[src/rtl/exc_pkg.sv]
// Shared constants of the exception and status word logic
`default_nettype none
package exc_pkg;
  localparam int unsigned XLEN    = 32;
  localparam int unsigned NBANK   = 5;
  localparam int unsigned CLASS_W = 3;
  localparam int unsigned PHYS_W  = 5;

  // Status word layout
  localparam int unsigned SW_N       = 31;
  localparam int unsigned SW_V       = 28;
  localparam int unsigned SW_I       = 7;
  localparam int unsigned SW_F       = 6;
  localparam int unsigned SW_T       = 5;
  localparam int unsigned SW_MODE_HI = 4;
  localparam int unsigned SW_MODE_LO = 0;

  localparam logic [4:0] MODE_FAST = 5'h11;
  localparam logic [4:0] MODE_IRQ = 5'h12;
  localparam logic [4:0] MODE_SVC = 5'h13;
  localparam logic [4:0] MODE_ABT = 5'h17;
  localparam logic [4:0] MODE_UND = 5'h1b;
  localparam logic [XLEN-1:0] RESET_STATUS = 32'h0000_00d3;

  // Index of each banked link register / saved status word
  localparam logic [2:0] BK_FAST = 3'h0;
  localparam logic [2:0] BK_IRQ = 3'h1;
  localparam logic [2:0] BK_ABT = 3'h2;
  localparam logic [2:0] BK_UND = 3'h3;
  localparam logic [2:0] BK_SVC = 3'h4;

  localparam logic [XLEN-1:0] VEC_UND = 32'h0000_0004;
  localparam logic [XLEN-1:0] VEC_TRAP = 32'h0000_0008;
  localparam logic [XLEN-1:0] VEC_ABT = 32'h0000_0010;
  localparam logic [XLEN-1:0] VEC_IRQ = 32'h0000_0018;
  localparam logic [XLEN-1:0] VEC_FAST = 32'h0000_001c;

  // Instruction classes
  localparam logic [CLASS_W-1:0] CL_BRANCH = 3'h0;
  localparam logic [CLASS_W-1:0] CL_DP     = 3'h1;
  localparam logic [CLASS_W-1:0] CL_SWX    = 3'h2;
  localparam logic [CLASS_W-1:0] CL_LS     = 3'h3;
  localparam logic [CLASS_W-1:0] CL_COP    = 3'h4;
  localparam logic [CLASS_W-1:0] CL_EXC    = 3'h5;
  localparam logic [CLASS_W-1:0] CL_LSM    = 3'h6;
  localparam logic [CLASS_W-1:0] CL_UNDEF  = 3'h7;

  // Instruction fields
  localparam int unsigned COND_HI = 31;
  localparam int unsigned COND_LO = 28;
  localparam int unsigned INS_S   = 20;
  localparam int unsigned INS_RS  = 22;
  localparam int unsigned INS_PCL = 15;
  localparam int unsigned RD_HI   = 15;
  localparam int unsigned RD_LO   = 12;
  localparam int unsigned INS_CTL_WR = 21;
  localparam int unsigned INS_CTL_F  = 16;
  localparam logic [3:0]  COND_NEVER  = 4'hf;
  localparam logic [23:0] BX_PATTERN  = 24'h12_fff1;
  localparam logic [3:0]  T_COND_TRAP = 4'hf;
  localparam logic [3:0]  T_COND_UND  = 4'he;

  // Register numbers and physical register file layout
  localparam logic [3:0] REG_LOW_TOP = 4'h7;
  localparam logic [3:0] REG_BANK_LO = 4'h8;
  localparam logic [3:0] REG_BANK_HI = 4'hc;
  localparam logic [3:0] REG_SP      = 4'hd;
  localparam logic [3:0] REG_LR      = 4'he;
  localparam logic [3:0] REG_PC      = 4'hf;
  localparam logic [PHYS_W-1:0] PR_FAST = 5'h10;
  localparam logic [PHYS_W-1:0] PR_SVC = 5'h17;
  localparam logic [PHYS_W-1:0] PR_ABT = 5'h19;
  localparam logic [PHYS_W-1:0] PR_IRQ = 5'h1b;
  localparam logic [PHYS_W-1:0] PR_UND = 5'h1d;
endpackage : exc_pkg
`default_nettype wire

[src/rtl/bank_reg_map.sv]
// Logical register number to physical register file index
`default_nettype none
module bank_reg_map (
  input  wire logic [3:0]                 reg_idx_i,
  input  wire logic [4:0]                 mode_i,
  input  wire logic                       narrow_i,
  input  wire logic                       hi_reg_op_i,
  output logic [exc_pkg::PHYS_W-1:0]      phys_o,
  output logic                            allowed_o
);
  import exc_pkg::*;

  logic [PHYS_W-1:0] base;

  always_comb
  begin
    base = PR_SVC;
    case (mode_i)
      MODE_ABT: base = PR_ABT;
      MODE_IRQ: base = PR_IRQ;
      MODE_UND: base = PR_UND;
      default:  base = PR_SVC;
    endcase
  end

  always_comb
  begin
    phys_o = {1'b0, reg_idx_i};
    if (mode_i == MODE_FAST && reg_idx_i >= REG_BANK_LO && reg_idx_i <= REG_LR)
      phys_o = PR_FAST + {1'b0, reg_idx_i - REG_BANK_LO};
    else if ((reg_idx_i == REG_SP || reg_idx_i == REG_LR)
             && (mode_i == MODE_SVC || mode_i == MODE_ABT
                 || mode_i == MODE_IRQ || mode_i == MODE_UND))
      phys_o = base + {1'b0, reg_idx_i - REG_SP};
  end

  assign allowed_o = !narrow_i || reg_idx_i <= REG_LOW_TOP || reg_idx_i >= REG_SP || hi_reg_op_i;
endmodule : bank_reg_map
`default_nettype wire

[src/rtl/exc_unit.sv]
// Exception entry and return, status word and instruction class logic
`default_nettype none
module exc_unit (
  input  wire logic                          clk_i,
  input  wire logic                          rstn_i,
  input  wire logic                          fast_interrupt_req_i,
  input  wire logic                          irq_req_i,
  input  wire logic                          abort_i,
  input  wire logic                          undef_i,
  input  wire logic                          instr_valid_i,
  input  wire logic [exc_pkg::XLEN-1:0]      instr_i,
  input  wire logic [exc_pkg::XLEN-1:0]      return_addr_i,
  input  wire logic [3:0]                    reg_idx_i,
  input  wire logic                          hi_reg_op_i,
  output logic [exc_pkg::XLEN-1:0]           current_status_word_o,
  output logic [exc_pkg::XLEN-1:0]           saved_status_word_o,
  output logic [exc_pkg::XLEN-1:0]           link_register_o,
  output logic                               pc_load_o,
  output logic [exc_pkg::XLEN-1:0]           pc_target_o,
  output logic                               exc_taken_o,
  output logic                               instr_exec_o,
  output logic [exc_pkg::CLASS_W-1:0]        instr_class_o,
  output logic [exc_pkg::PHYS_W-1:0]         phys_reg_o,
  output logic                               reg_allowed_o
);
  import exc_pkg::*;

  logic [2:0]         fast_sync;
  logic [2:0]         irq_sync;
  logic               fast_lvl;
  logic               irq_lvl;
  logic               pend_abt;
  logic               pend_und;
  logic               pend_trap;
  logic [XLEN-1:0]    saved_status_word [NBANK];
  logic [XLEN-1:0]    link_register [NBANK];
  logic [3:0]         cur_bank_v;
  logic [2:0]         cur_bank;
  logic               cur_banked;
  logic [XLEN-1:0]    ret_status;
  logic [XLEN-1:0]    ret_link;
  logic [CLASS_W-1:0] cls;
  logic               cond_pass;
  logic               dp_ret;
  logic               lm_ret;
  logic               ctl_wr;
  logic               exec_ok;
  logic               do_ret;
  logic               take_abt;
  logic               take_fast;
  logic               take_irq;
  logic               take_und;
  logic               take_trap;
  logic               take_any;
  logic [2:0]         next_bank;
  logic [4:0]         next_mode;
  logic [XLEN-1:0]    next_vector;
  logic [PHYS_W-1:0]  map_phys;
  logic               map_ok;
  logic [4:0]         cur_mode;

  function automatic logic cond_ok(input logic [3:0] c, input logic [3:0] f);
    logic r;
    case (c[3:1])
      3'h0: r = f[2];
      3'h1: r = f[1];
      3'h2: r = f[3];
      3'h3: r = f[0];
      3'h4: r = f[1] & ~f[2];
      3'h5: r = f[3] == f[0];
      3'h6: r = ~f[2] & (f[3] == f[0]);
      3'h7: r = 1'b1;
    endcase
    return (c == COND_NEVER) ? 1'b0 : (r ^ c[0]);
  endfunction : cond_ok

  function automatic logic [3:0] bank_of(input logic [4:0] m);
    case (m)
      MODE_FAST: return {1'b1, BK_FAST};
      MODE_IRQ: return {1'b1, BK_IRQ};
      MODE_ABT: return {1'b1, BK_ABT};
      MODE_UND: return {1'b1, BK_UND};
      MODE_SVC: return {1'b1, BK_SVC};
      default:  return 4'h0;
    endcase
  endfunction : bank_of

  // Interrupt lines come from another domain; a change counts once stages agree
  // external request sync
  always_ff @(posedge clk_i or negedge rstn_i)
    if (!rstn_i)
    begin
      fast_sync <= 3'h0;
      irq_sync  <= 3'h0;
      fast_lvl  <= 1'b0;
      irq_lvl  <= 1'b0;
    end
    else
    begin
      fast_sync <= {fast_sync[1:0], fast_interrupt_req_i};
      irq_sync <= {irq_sync[1:0], irq_req_i};
      if (fast_sync[1] == fast_sync[2])
        fast_lvl <= fast_sync[2];
      if (irq_sync[1] == irq_sync[2])
        irq_lvl <= irq_sync[2];
    end

  assign cur_mode   = current_status_word_o[SW_MODE_HI:SW_MODE_LO];
  assign cur_bank_v = bank_of(cur_mode);
  assign cur_bank   = cur_bank_v[2:0];
  assign cur_banked = cur_bank_v[3];
  assign ret_status = saved_status_word[cur_bank];
  assign ret_link   = link_register[cur_bank];

  always_comb
  begin
    cls       = CL_DP;
    dp_ret    = 1'b0;
    lm_ret    = 1'b0;
    ctl_wr    = 1'b0;
    cond_pass = 1'b1;
    if (current_status_word_o[SW_T])
    begin
      casez (instr_i[15:11])
        5'b01001, 5'b0101?, 5'b011??, 5'b100??: cls = CL_LS;
        5'b1011?: cls = instr_i[10] ? CL_LSM : CL_DP;
        5'b1100?: cls = CL_LSM;
        5'b1101?:
        begin
          if (instr_i[11:8] == T_COND_TRAP)
            cls = CL_EXC;
          else if (instr_i[11:8] == T_COND_UND)
            cls = CL_UNDEF;
          else
          begin
            cls       = CL_BRANCH;
            cond_pass = cond_ok(instr_i[11:8], current_status_word_o[SW_N:SW_V]);
          end
        end
        5'b11100, 5'b1111?: cls = CL_BRANCH;
        5'b11101: cls = CL_UNDEF;
        default: cls = CL_DP;
      endcase
    end
    else
    begin
      cond_pass = cond_ok(instr_i[COND_HI:COND_LO], current_status_word_o[SW_N:SW_V]);
      case (instr_i[27:25])
        3'h0, 3'h1:
        begin
          if (instr_i[27:4] == BX_PATTERN)
            cls = CL_BRANCH;
          else if (instr_i[24:23] == 2'h2 && !instr_i[INS_S]
                   && (instr_i[25] || instr_i[7:4] == 4'h0))
          begin
            cls    = CL_SWX;
            // Only way to clear the masks outside a return, so interrupts can be reached
            ctl_wr = instr_i[25] && instr_i[INS_CTL_WR] && !instr_i[INS_RS]
                     && instr_i[INS_CTL_F] && instr_i[11:8] == 4'h0;
          end
          else if (!instr_i[25] && instr_i[7] && instr_i[4] && instr_i[6:5] != 2'h0)
            cls = CL_LS;
          else
          begin
            cls    = CL_DP;
            dp_ret = instr_i[INS_S] && instr_i[RD_HI:RD_LO] == REG_PC
                     && !(!instr_i[25] && instr_i[7] && instr_i[4]);
          end
        end
        3'h2: cls = CL_LS;
        3'h3: cls = instr_i[4] ? CL_UNDEF : CL_LS;
        3'h4:
        begin
          cls     = CL_LS;
          lm_ret  = instr_i[INS_S] && instr_i[INS_RS] && instr_i[INS_PCL];
        end
        3'h5: cls = CL_BRANCH;
        3'h6: cls = CL_COP;
        3'h7: cls = instr_i[24] ? CL_EXC : CL_COP;
      endcase
    end
  end

  // Any pending trap stalls execution so the trapping instruction is retried after return
  assign exec_ok = instr_valid_i && !take_any && !pend_abt && !pend_und && !pend_trap;
  // return when a banked mode exists
  assign do_ret  = exec_ok && cond_pass && (dp_ret || lm_ret) && cur_banked;

  always_comb
  begin
    take_abt    = pend_abt;
    take_fast   = !take_abt && fast_lvl && !current_status_word_o[SW_F];
    take_irq    = !take_abt && !take_fast && irq_lvl && !current_status_word_o[SW_I];
    take_und    = !(take_abt || take_fast || take_irq) && pend_und;
    take_trap   = !(take_abt || take_fast || take_irq || take_und) && pend_trap;
    take_any    = take_abt || take_fast || take_irq || take_und || take_trap;
    next_bank   = BK_SVC;
    next_mode   = MODE_SVC;
    next_vector = VEC_TRAP;
    if (take_abt)
    begin
      next_bank   = BK_ABT;
      next_mode   = MODE_ABT;
      next_vector = VEC_ABT;
    end
    else if (take_fast)
    begin
      next_bank   = BK_FAST;
      next_mode   = MODE_FAST;
      next_vector = VEC_FAST;
    end
    else if (take_irq)
    begin
      next_bank   = BK_IRQ;
      next_mode   = MODE_IRQ;
      next_vector = VEC_IRQ;
    end
    else if (take_und)
    begin
      next_bank   = BK_UND;
      next_mode   = MODE_UND;
      next_vector = VEC_UND;
    end
  end

  always_ff @(posedge clk_i or negedge rstn_i)
    if (!rstn_i)
    begin
      pend_abt <= 1'b0;
      pend_und <= 1'b0;
      pend_trap <= 1'b0;
    end
    else
    begin
      pend_abt <= abort_i || (pend_abt && !take_abt);
      pend_und <= undef_i || (exec_ok && cond_pass && cls == CL_UNDEF)
                  || (pend_und && !take_und);
      pend_trap <= (exec_ok && cond_pass && cls == CL_EXC) || (pend_trap && !take_trap);
    end

  for (genvar b = 0; b < NBANK; b++)
  begin : g_bank
    always_ff @(posedge clk_i or negedge rstn_i)
      if (!rstn_i)
      begin
        saved_status_word[b] <= '0;
        link_register[b]     <= '0;
      end
      else if (take_any && next_bank == 3'(b))
      begin
        saved_status_word[b] <= current_status_word_o;
        link_register[b]     <= return_addr_i;
      end
  end

  always_ff @(posedge clk_i or negedge rstn_i)
    if (!rstn_i)
      current_status_word_o <= RESET_STATUS;
    else if (take_any)
    begin
      current_status_word_o[SW_MODE_HI:SW_MODE_LO] <= next_mode;
      current_status_word_o[SW_I] <= 1'b1;
      current_status_word_o[SW_T] <= 1'b0;
      if (take_fast)
        current_status_word_o[SW_F] <= 1'b1;
    end
    else if (do_ret)
      current_status_word_o <= ret_status;
    else if (exec_ok && cond_pass && ctl_wr && cur_banked)
      current_status_word_o[SW_I:SW_MODE_LO] <= instr_i[SW_I:SW_MODE_LO];

  always_ff @(posedge clk_i or negedge rstn_i)
    if (!rstn_i)
    begin
      exc_taken_o  <= 1'b0;
      pc_load_o    <= 1'b0;
      pc_target_o  <= '0;
      instr_exec_o <= 1'b0;
      instr_class_o <= CL_DP;
    end
    else
    begin
      exc_taken_o   <= take_any;
      pc_load_o     <= take_any || do_ret;
      instr_exec_o  <= exec_ok && cond_pass;
      instr_class_o <= cls;
      if (take_any)
        pc_target_o <= next_vector;
      else if (do_ret)
        pc_target_o <= ret_link;
    end

  bank_reg_map u_map (
    .reg_idx_i   (reg_idx_i),
    .mode_i      (cur_mode),
    .narrow_i    (current_status_word_o[SW_T]),
    .hi_reg_op_i (hi_reg_op_i),
    .phys_o      (map_phys),
    .allowed_o   (map_ok)
  );

  // Views lag the status word by one cycle; they are registered for timing
  always_ff @(posedge clk_i or negedge rstn_i)
    if (!rstn_i)
    begin
      saved_status_word_o <= '0;
      link_register_o     <= '0;
      phys_reg_o          <= '0;
      reg_allowed_o       <= 1'b0;
    end
    else
    begin
      saved_status_word_o <= cur_banked ? ret_status : '0;
      link_register_o     <= cur_banked ? ret_link : '0;
      phys_reg_o          <= map_phys;
      reg_allowed_o       <= map_ok;
    end
endmodule : exc_unit
`default_nettype wire

[config.mk]
export PLATFORM = sky130hd
export DESIGN_NAME = exc_unit
export DESIGN_NICKNAME = d
export VERILOG_FILES = /design/src/rtl/exc_pkg.sv /design/src/rtl/bank_reg_map.sv /design/src/rtl/exc_unit.sv
export SDC_FILE = /design/constraint.sdc
export NUM_CORES = 1
export LEC_CHECK = 0
export BUFFER_PORTS_ARGS = -buffer_cell sky130_fd_sc_hd__buf_2
export CAP_MARGIN = 0
export CORE_ASPECT_RATIO = 0.75
export CORE_UTILIZATION = 55
export CTS_CLUSTER_DIAMETER = 50
export DETAILED_ROUTE_END_ITERATION = 12
export GPL_TIMING_DRIVEN = 0
export PLACE_DENSITY = 0.73
export SLEW_MARGIN = 40
export SYNTH_ARGS = -nofsm -noshare
export SYNTH_HDL_FRONTEND = slang
export SYNTH_SLANG_ARGS = --single-unit
[constraint.sdc]
create_clock -name clk_i -period 7.32 [get_ports clk_i]
set_input_delay 0.366 -clock clk_i [delete_from_list [all_inputs] [get_ports clk_i]]
set_output_delay 0.366 -clock clk_i [all_outputs]
set_load 0.02 [all_outputs]
Yosys cells after proc, flatten, opt, wreduce, memory -nomap -nowiden
Index checks and enable logic that the tools add are counted.
Widths: inputs -> output; s select.
{"block": "classes", "add_sub_neg": 4, "n_lt_le_gt_ge": 5, "n_eq_ne": 53, "n_mux": 64, "bitwise_logic": 7, "reduce_logical": 89}
{"cell": "$mux 32", "count": 8}
{"cell": "$bmux 32 s3", "count": 2}
{"cell": "$eq 3x3->1 const B", "count": 16}
{"cell": "$logic_and 1x1->1", "count": 41}
{"cell": "$eq 4x4->1 const B", "count": 9}
{"cell": "$pmux 3 s6", "count": 2}
{"cell": "$eq 5x5->1 const B", "count": 7}
{"cell": "$eq 3x2->1 const B", "count": 9}
{"cell": "$mux 3", "count": 9}
{"cell": "$mux 5", "count": 5}
{"cell": "$eq 24x21->1 const B", "count": 1}
{"cell": "$mux 8", "count": 3}
{"cell": "$mux 1", "count": 23}
{"cell": "$mux 4", "count": 5}
{"cell": "$pmux 4 s5", "count": 1}
{"cell": "$logic_or 1x1->1", "count": 17}
{"cell": "$logic_not 1->1", "count": 16}
{"cell": "$pmux 1 s8", "count": 2}
{"cell": "$eq 3x1->1 const B", "count": 4}
{"cell": "$ge 4x4->1 const B", "count": 3}
{"cell": "$logic_not 3->1", "count": 4}
{"cell": "$pmux 4 s3", "count": 1}
{"cell": "$logic_not 4->1", "count": 2}
{"cell": "$sub 4x4->4 const B", "count": 2}
{"cell": "other kinds (19)", "count": 30}
{"block": "word_totals", "reg_bits": 471, "inputBits": 76, "out_inout_bits": 140, "elab_cells": 251}

Depth between registers and ports, before layout
{"block": "depth", "ltp_word": 25, "ltp_mapped": 11}

Modules after synthesis
Synthesis repeated with hierarchy kept, for this count alone.
{"block": "unflattened", "hier_cells": 1666, "hier_area_um2": 20784.9}
{"mod": "exc_unit", "n_inst": 1, "cells_each": 1617, "area_each_um2": 20437.1, "seq_area_each_um2": 11793.8}
{"mod": "bank_reg_map", "n_inst": 1, "cells_each": 49, "area_each_um2": 347.8, "seq_area_each_um2": 0.0}

Worst setup path before layout
Ideal clock, no wire load.
{"block": "synth_path", "path_type": "register -> register", "start": "register current_status_word_o[3] in the netlist's numbering", "end": "register phys_reg_o[3] in the netlist's numbering", "arrival_time_ns": 2.604, "required_ns": 7.195, "setup_slack_ns": 4.591, "path_stages_with_launch": 12, "n_path_buf": 3, "cell_sequence": "dfrtp_1 clkbuf_1 xnor2_1 nor2_1 inv_1 buf_2 buf_1 ha_1 a21o_1 a21oi_1 xor2_1 a21oi_1"}
{"block": "synth_via", "elab_chain_len": 7, "word_cells_on_any_way": 15, "cone_classes": "1 x add/sub; 5 x eq/ne; 3 x mux; 6 x reduce/logical"}
{"item": "start, declared", "line_no": "exc_unit.sv:15", "rtl": "output logic [exc_pkg::XLEN-1:0] current_status_word_o,"}
{"item": "start signal, assigned by index", "line_no": "exc_unit.sv:261", "rtl": "current_status_word_o[SW_MODE_HI:SW_MODE_LO] <= next_mode;"}
{"item": "start signal, assigned", "line_no": "exc_unit.sv:268", "rtl": "current_status_word_o <= ret_status;"}
{"item": "start signal, assigned by index", "line_no": "exc_unit.sv:270", "rtl": "current_status_word_o[SW_I:SW_MODE_LO] <= instr_i[SW_I:SW_MODE_LO];"}
{"item": "branches (longest 6 deep; another with $add 5x4->5)"}
{"item": "$mux 5 *", "line_no": "bank_reg_map.sv:29", "rtl": "if (mode_i == MODE_FAST && reg_idx_i >= REG_BANK_LO && reg_idx_i <= REG_LR)"}
{"item": "net map_phys[3]", "line_no": "exc_unit.sv:58", "rtl": "logic [PHYS_W-1:0] map_phys;"}
{"item": "end signal, assigned", "line_no": "exc_unit.sv:315", "rtl": "phys_reg_o <= map_phys;"}
{"item": "end, declared", "line_no": "exc_unit.sv:23", "rtl": "output logic [exc_pkg::PHYS_W-1:0] phys_reg_o,"}
Mark *: on every way through the listed nets, which the timed path passes.
A chain may end at the register's enable or synchronous reset.

Worst setup path after layout
{"block": "layout_path", "start": "register current_status_word_o[1] in the netlist's numbering", "end": "register link_register_o[0] in the netlist's numbering"}
{"block": "layout_via", "elab_chain_len": 7, "word_cells_on_any_way": 11, "cone_classes": "5 x eq/ne; 5 x mux; 1 x bitwise"}
{"item": "$eq 5x5->1", "line_no": "exc_unit.sv:78", "rtl": "case (m)"}
{"item": "$pmux 4 s5 *", "line_no": "exc_unit.sv:78"}
{"item": "$not 3->4 (implied by the code)", "line_no": "exc_unit.sv:113", "rtl": "assign ret_link = link_register[cur_bank];"}
{"item": "$bmux 32 s3", "line_no": "exc_unit.sv:113"}
{"item": "$mux 32 (implied by the code) (2 in a row)", "line_no": "exc_unit.sv:113"}
{"item": "$mux 32 *", "line_no": "exc_unit.sv:314", "rtl": "link_register_o <= cur_banked ? ret_link : '0;"}
{"item": "end signal, assigned", "line_no": "exc_unit.sv:314"}
{"item": "end, declared", "line_no": "exc_unit.sv:17", "rtl": "output logic [exc_pkg::XLEN-1:0] link_register_o,"}
Mark *: on every way between the ends. The rest lies on a longest branch, timed or not. The select of a mux whose other input is x is not followed.

==> impl_metrics.csv <==
group,metric,value,unit
status,status,"complete, no violations",
sta,slew_headroom,0.397,
routing,dr.pass1.iters,5,
sta,fin_crit_sh,0.497,
setup_path,r2r_cells,9,
setup_path,slowest_stage,"clkbuf_1",
global_route,grt-ovfl-total,0,
clocking,hold_buffers,5,
clocking,cts_tree,"done",
clocking,cts.path.max_buffers,3,
layout,final_cell_area,24200,um2
layout,area_delta_synth_final,17.3,%
placement,gp_congestion,0.905,
setup_path,cp-end-kind,"flip-flop",
global_route,antenna_found_initial,7,
die,die-area,38400,um2
layout,post-route-util,0.655,
synthesis,synth-edff-count,0,
sta,period_needed,3640,ps
setup_path,r2r_setup_slack,3680,ps
setup_path,worstPathMaxFanout,10,
layout,drive_gt1_frac,0.304,
layout,fin_nets,2176,
global_route,grt_pass1_vias,15601,
setup_path,startpoint_type,"flip-flop",
setup_path,max_stage_delay,660,ps
clocking,cts_max_level,2,
setup_path,crit_end,"link_register_o[0]",
synthesis,synth_area,20700,um2
placement,portBuffers,213,
routing,ant_nets,0,
synthesis,syn_area_per_cell,11.4,um2
sta,layout_setup_ws,3680,ps
placement,hpwl,38600,um
sta,slew_viol_final,0,
sta,finalSetupTns,0,ps
global_route,grt_pass1_wl,88400,um
placement,dp_cells,2544,
die,rows,61,
setup_path,critPathTopFamily,"buffers and inverters",
power,power.total,8.06,mW
synthesis,yosys_warnings,0,
power,leakage,11.6,nW
die,start_util,0.558,
sta,clock_skew,17.8,ps
sta,final_hold_viol_count,0,
die,pin_count,216,
synthesis,synthFlopType,"dfrtp_1",
power,vdd_drop_max,0.231,mV
layout,fin_cells,2631,
synthesis,synthArstFlopShare,1.00,
power,power_density,333,nW/um2
routing,vias,15545,
die,die_y,170,um
setup_path,worst_path_most_repeated_cell,"clkbuf_1",
synthesis,yosysUniqueCellTypes,67,
setup_path,cp-startpoint,"current_status_word_o[1]",
global_route,grt_util_all_layers,0.302,
setup_path,crit_buf_inv,3,
sta,whs,17.6,ps
setup_path,r2r-end,"link_register_o[0]",
synthesis,ys_top_cells_by_area,"dfrtp_1, mux2_2, nand2_1",
setup_path,critPathRequiredTime,7790,ps
sta,setup_viol,0,
clocking,postCtsSetupRepairBufs,0,
synthesis,synth_top_area_share,0.563,
sta,max_freq,275,MHz
routing,drt_iter0_markers,1370,
placement,pre_cts_ws,3850,ps
synthesis,synth_seq_cells,471,
setup_path,cp.arrival,4100,ps
sta,tightestPinTransition,903,ps
sta,rsz0062_at_grt,"no",
clocking,clkLatencyLatePin,570,ps
job,cap_violations,0,
routing,wl_per_cell,21.6,um
routing,routed_wl,56800,um
synthesis,yosysSeqAreaShare,0.571,
setup_path,crit_type,"flip-flop to flip-flop",
synthesis,yosys.area.top_type,"dfrtp_1",
clocking,cts_sinks,471,
setup_path,regToRegStartpoint,"current_status_word_o[1]",
setup_path,path_depth,9,
die,die_x,226,um
layout,final_cell_mix,"dfrtp_1, mux2_2, nand2_1",
hold_path,worst_hold_path_type,"primary input to flip-flop",
routing,routed_via_density,5.91,
layout,mostFrequentLayoutCell,"dfrtp_1",
clocking,cts.clk_slew.worst_paths,60,ps
setup_path,cp_cell_sequence,"clkbuf_1 > nand3b_1 > nor2_1 > clkbuf_1 > clkbuf_1 > nand2_1 > nand3_1 > a31oi_1 > nor2_1",
synthesis,syn_inst,1819,
die,core-area,37000,um2
clocking,cts_root_buffer,"clkbuf_16",
placement,dpl_cell_area,22600,um2
global_route,grt_max_degree,77,
clocking,cts_resized,0,
synthesis,synth_fp_nets,1901,
routing,drcViolationCount,0,
clocking,numCtsBuffers,47,
-- where the power goes --
| part | leakage [nW] | internal [mW] | switching (mW) |
|---|---|---|---|
| registers | 6.04 | 3.06 | 0.214 |
| clock network | 0.782 | 1.50 | 1.01 |
| logic | 4.78 | 0.784 | 1.49 |
| total | 11.6 | 5.35 | 2.71 |
-- logic make-up (layout without fill, tap and decap cells) --
group / count (synthesis) / after routing / synth area share
and+or+nand+nor: 605 / 605 / 0.134
adders and majority gates: 8 / 8 / 0.00460
DFF: 471 / 471 / 0.571
muxes: 346 / 346 / 0.188
buffers and inverters: 155 / 461 / 0.0294
xor gates and xnor gates: 13 / 13 / 0.00551
other: 0 / 2 / 0
AOI/OAI and AO/OA: 221 / 221 / 0.0676
-- sequential cells by signal (all words and copies together) (netlist names), 3 cells and up --
register,cells
link_register,160
saved_status_word_o,32
irq_sync,3
phys_reg_o,5
pc_target_o,32
saved_status_word,160
fast_sync,3
current_status_word_o,32
instr_class_o,3
link_register_o,32
-- final cells by class --
type | instances | area, um2
flip-flops and latches | 471 | 11800
repair buffers | 226 | 1330
fillers | 2889 | 12800
well taps | 504 | 631
clock buffers | 59 | 1300
clock inverters | 21 | 295
diodes | 2 | 5.00
multi-input cells | 1193 | 8270
inverters | 25 | 93.8
plain buffers | 130 | 515
-- cell usage after synthesis, drive strengths merged (25+ instances only) --
| master | n |
|---|---|
| dfrtp | 465 |
| mux2 | 315 |
| nand2 | 274 |
| nand3 | 129 |
| clkbuf | 96 |
| nor2 | 81 |
| o21ai | 71 |
| a31oi | 60 |
| and2 | 55 |
| buf | 34 |
| mux2i | 29 |
| inv | 25 |
-- how the worst min path moves through the flow --
| stage | start | to | cells past startpoint |
|---|---|---|---|
| after detailed placement | rstn_i | saved_status_word_o[14] | 1 |
| final | undef_i | pend_und | 3 |
| after CTS | undef_i | pend_und | 3 |
| after floorplan | rstn_i | current_status_word_o[10] | 0 |
| after global placement | fast_sync[0] | fast_sync[1] | 0 |
| after global routing | undef_i | pend_und | 3 |
-- routing by layer --
layer / GRT usage / vias to the layer above / part of all wire
li1: - / 6875 / -
met1: 0.440 / 7908 / 0.45
met2: 0.447 / 634 / 0.44
met3: 0.0646 / 120 / 0.078
met4: 0.108 / 8 / 0.029
met5: 0 / - / 0.00093
-- worst min-delay path: cells and delay by family --
family,cells,cell delay (ps)
buffers and inverters,1,80
AO/OA/AOI/OAI,2,90
(Power assumes the default switching activity.)
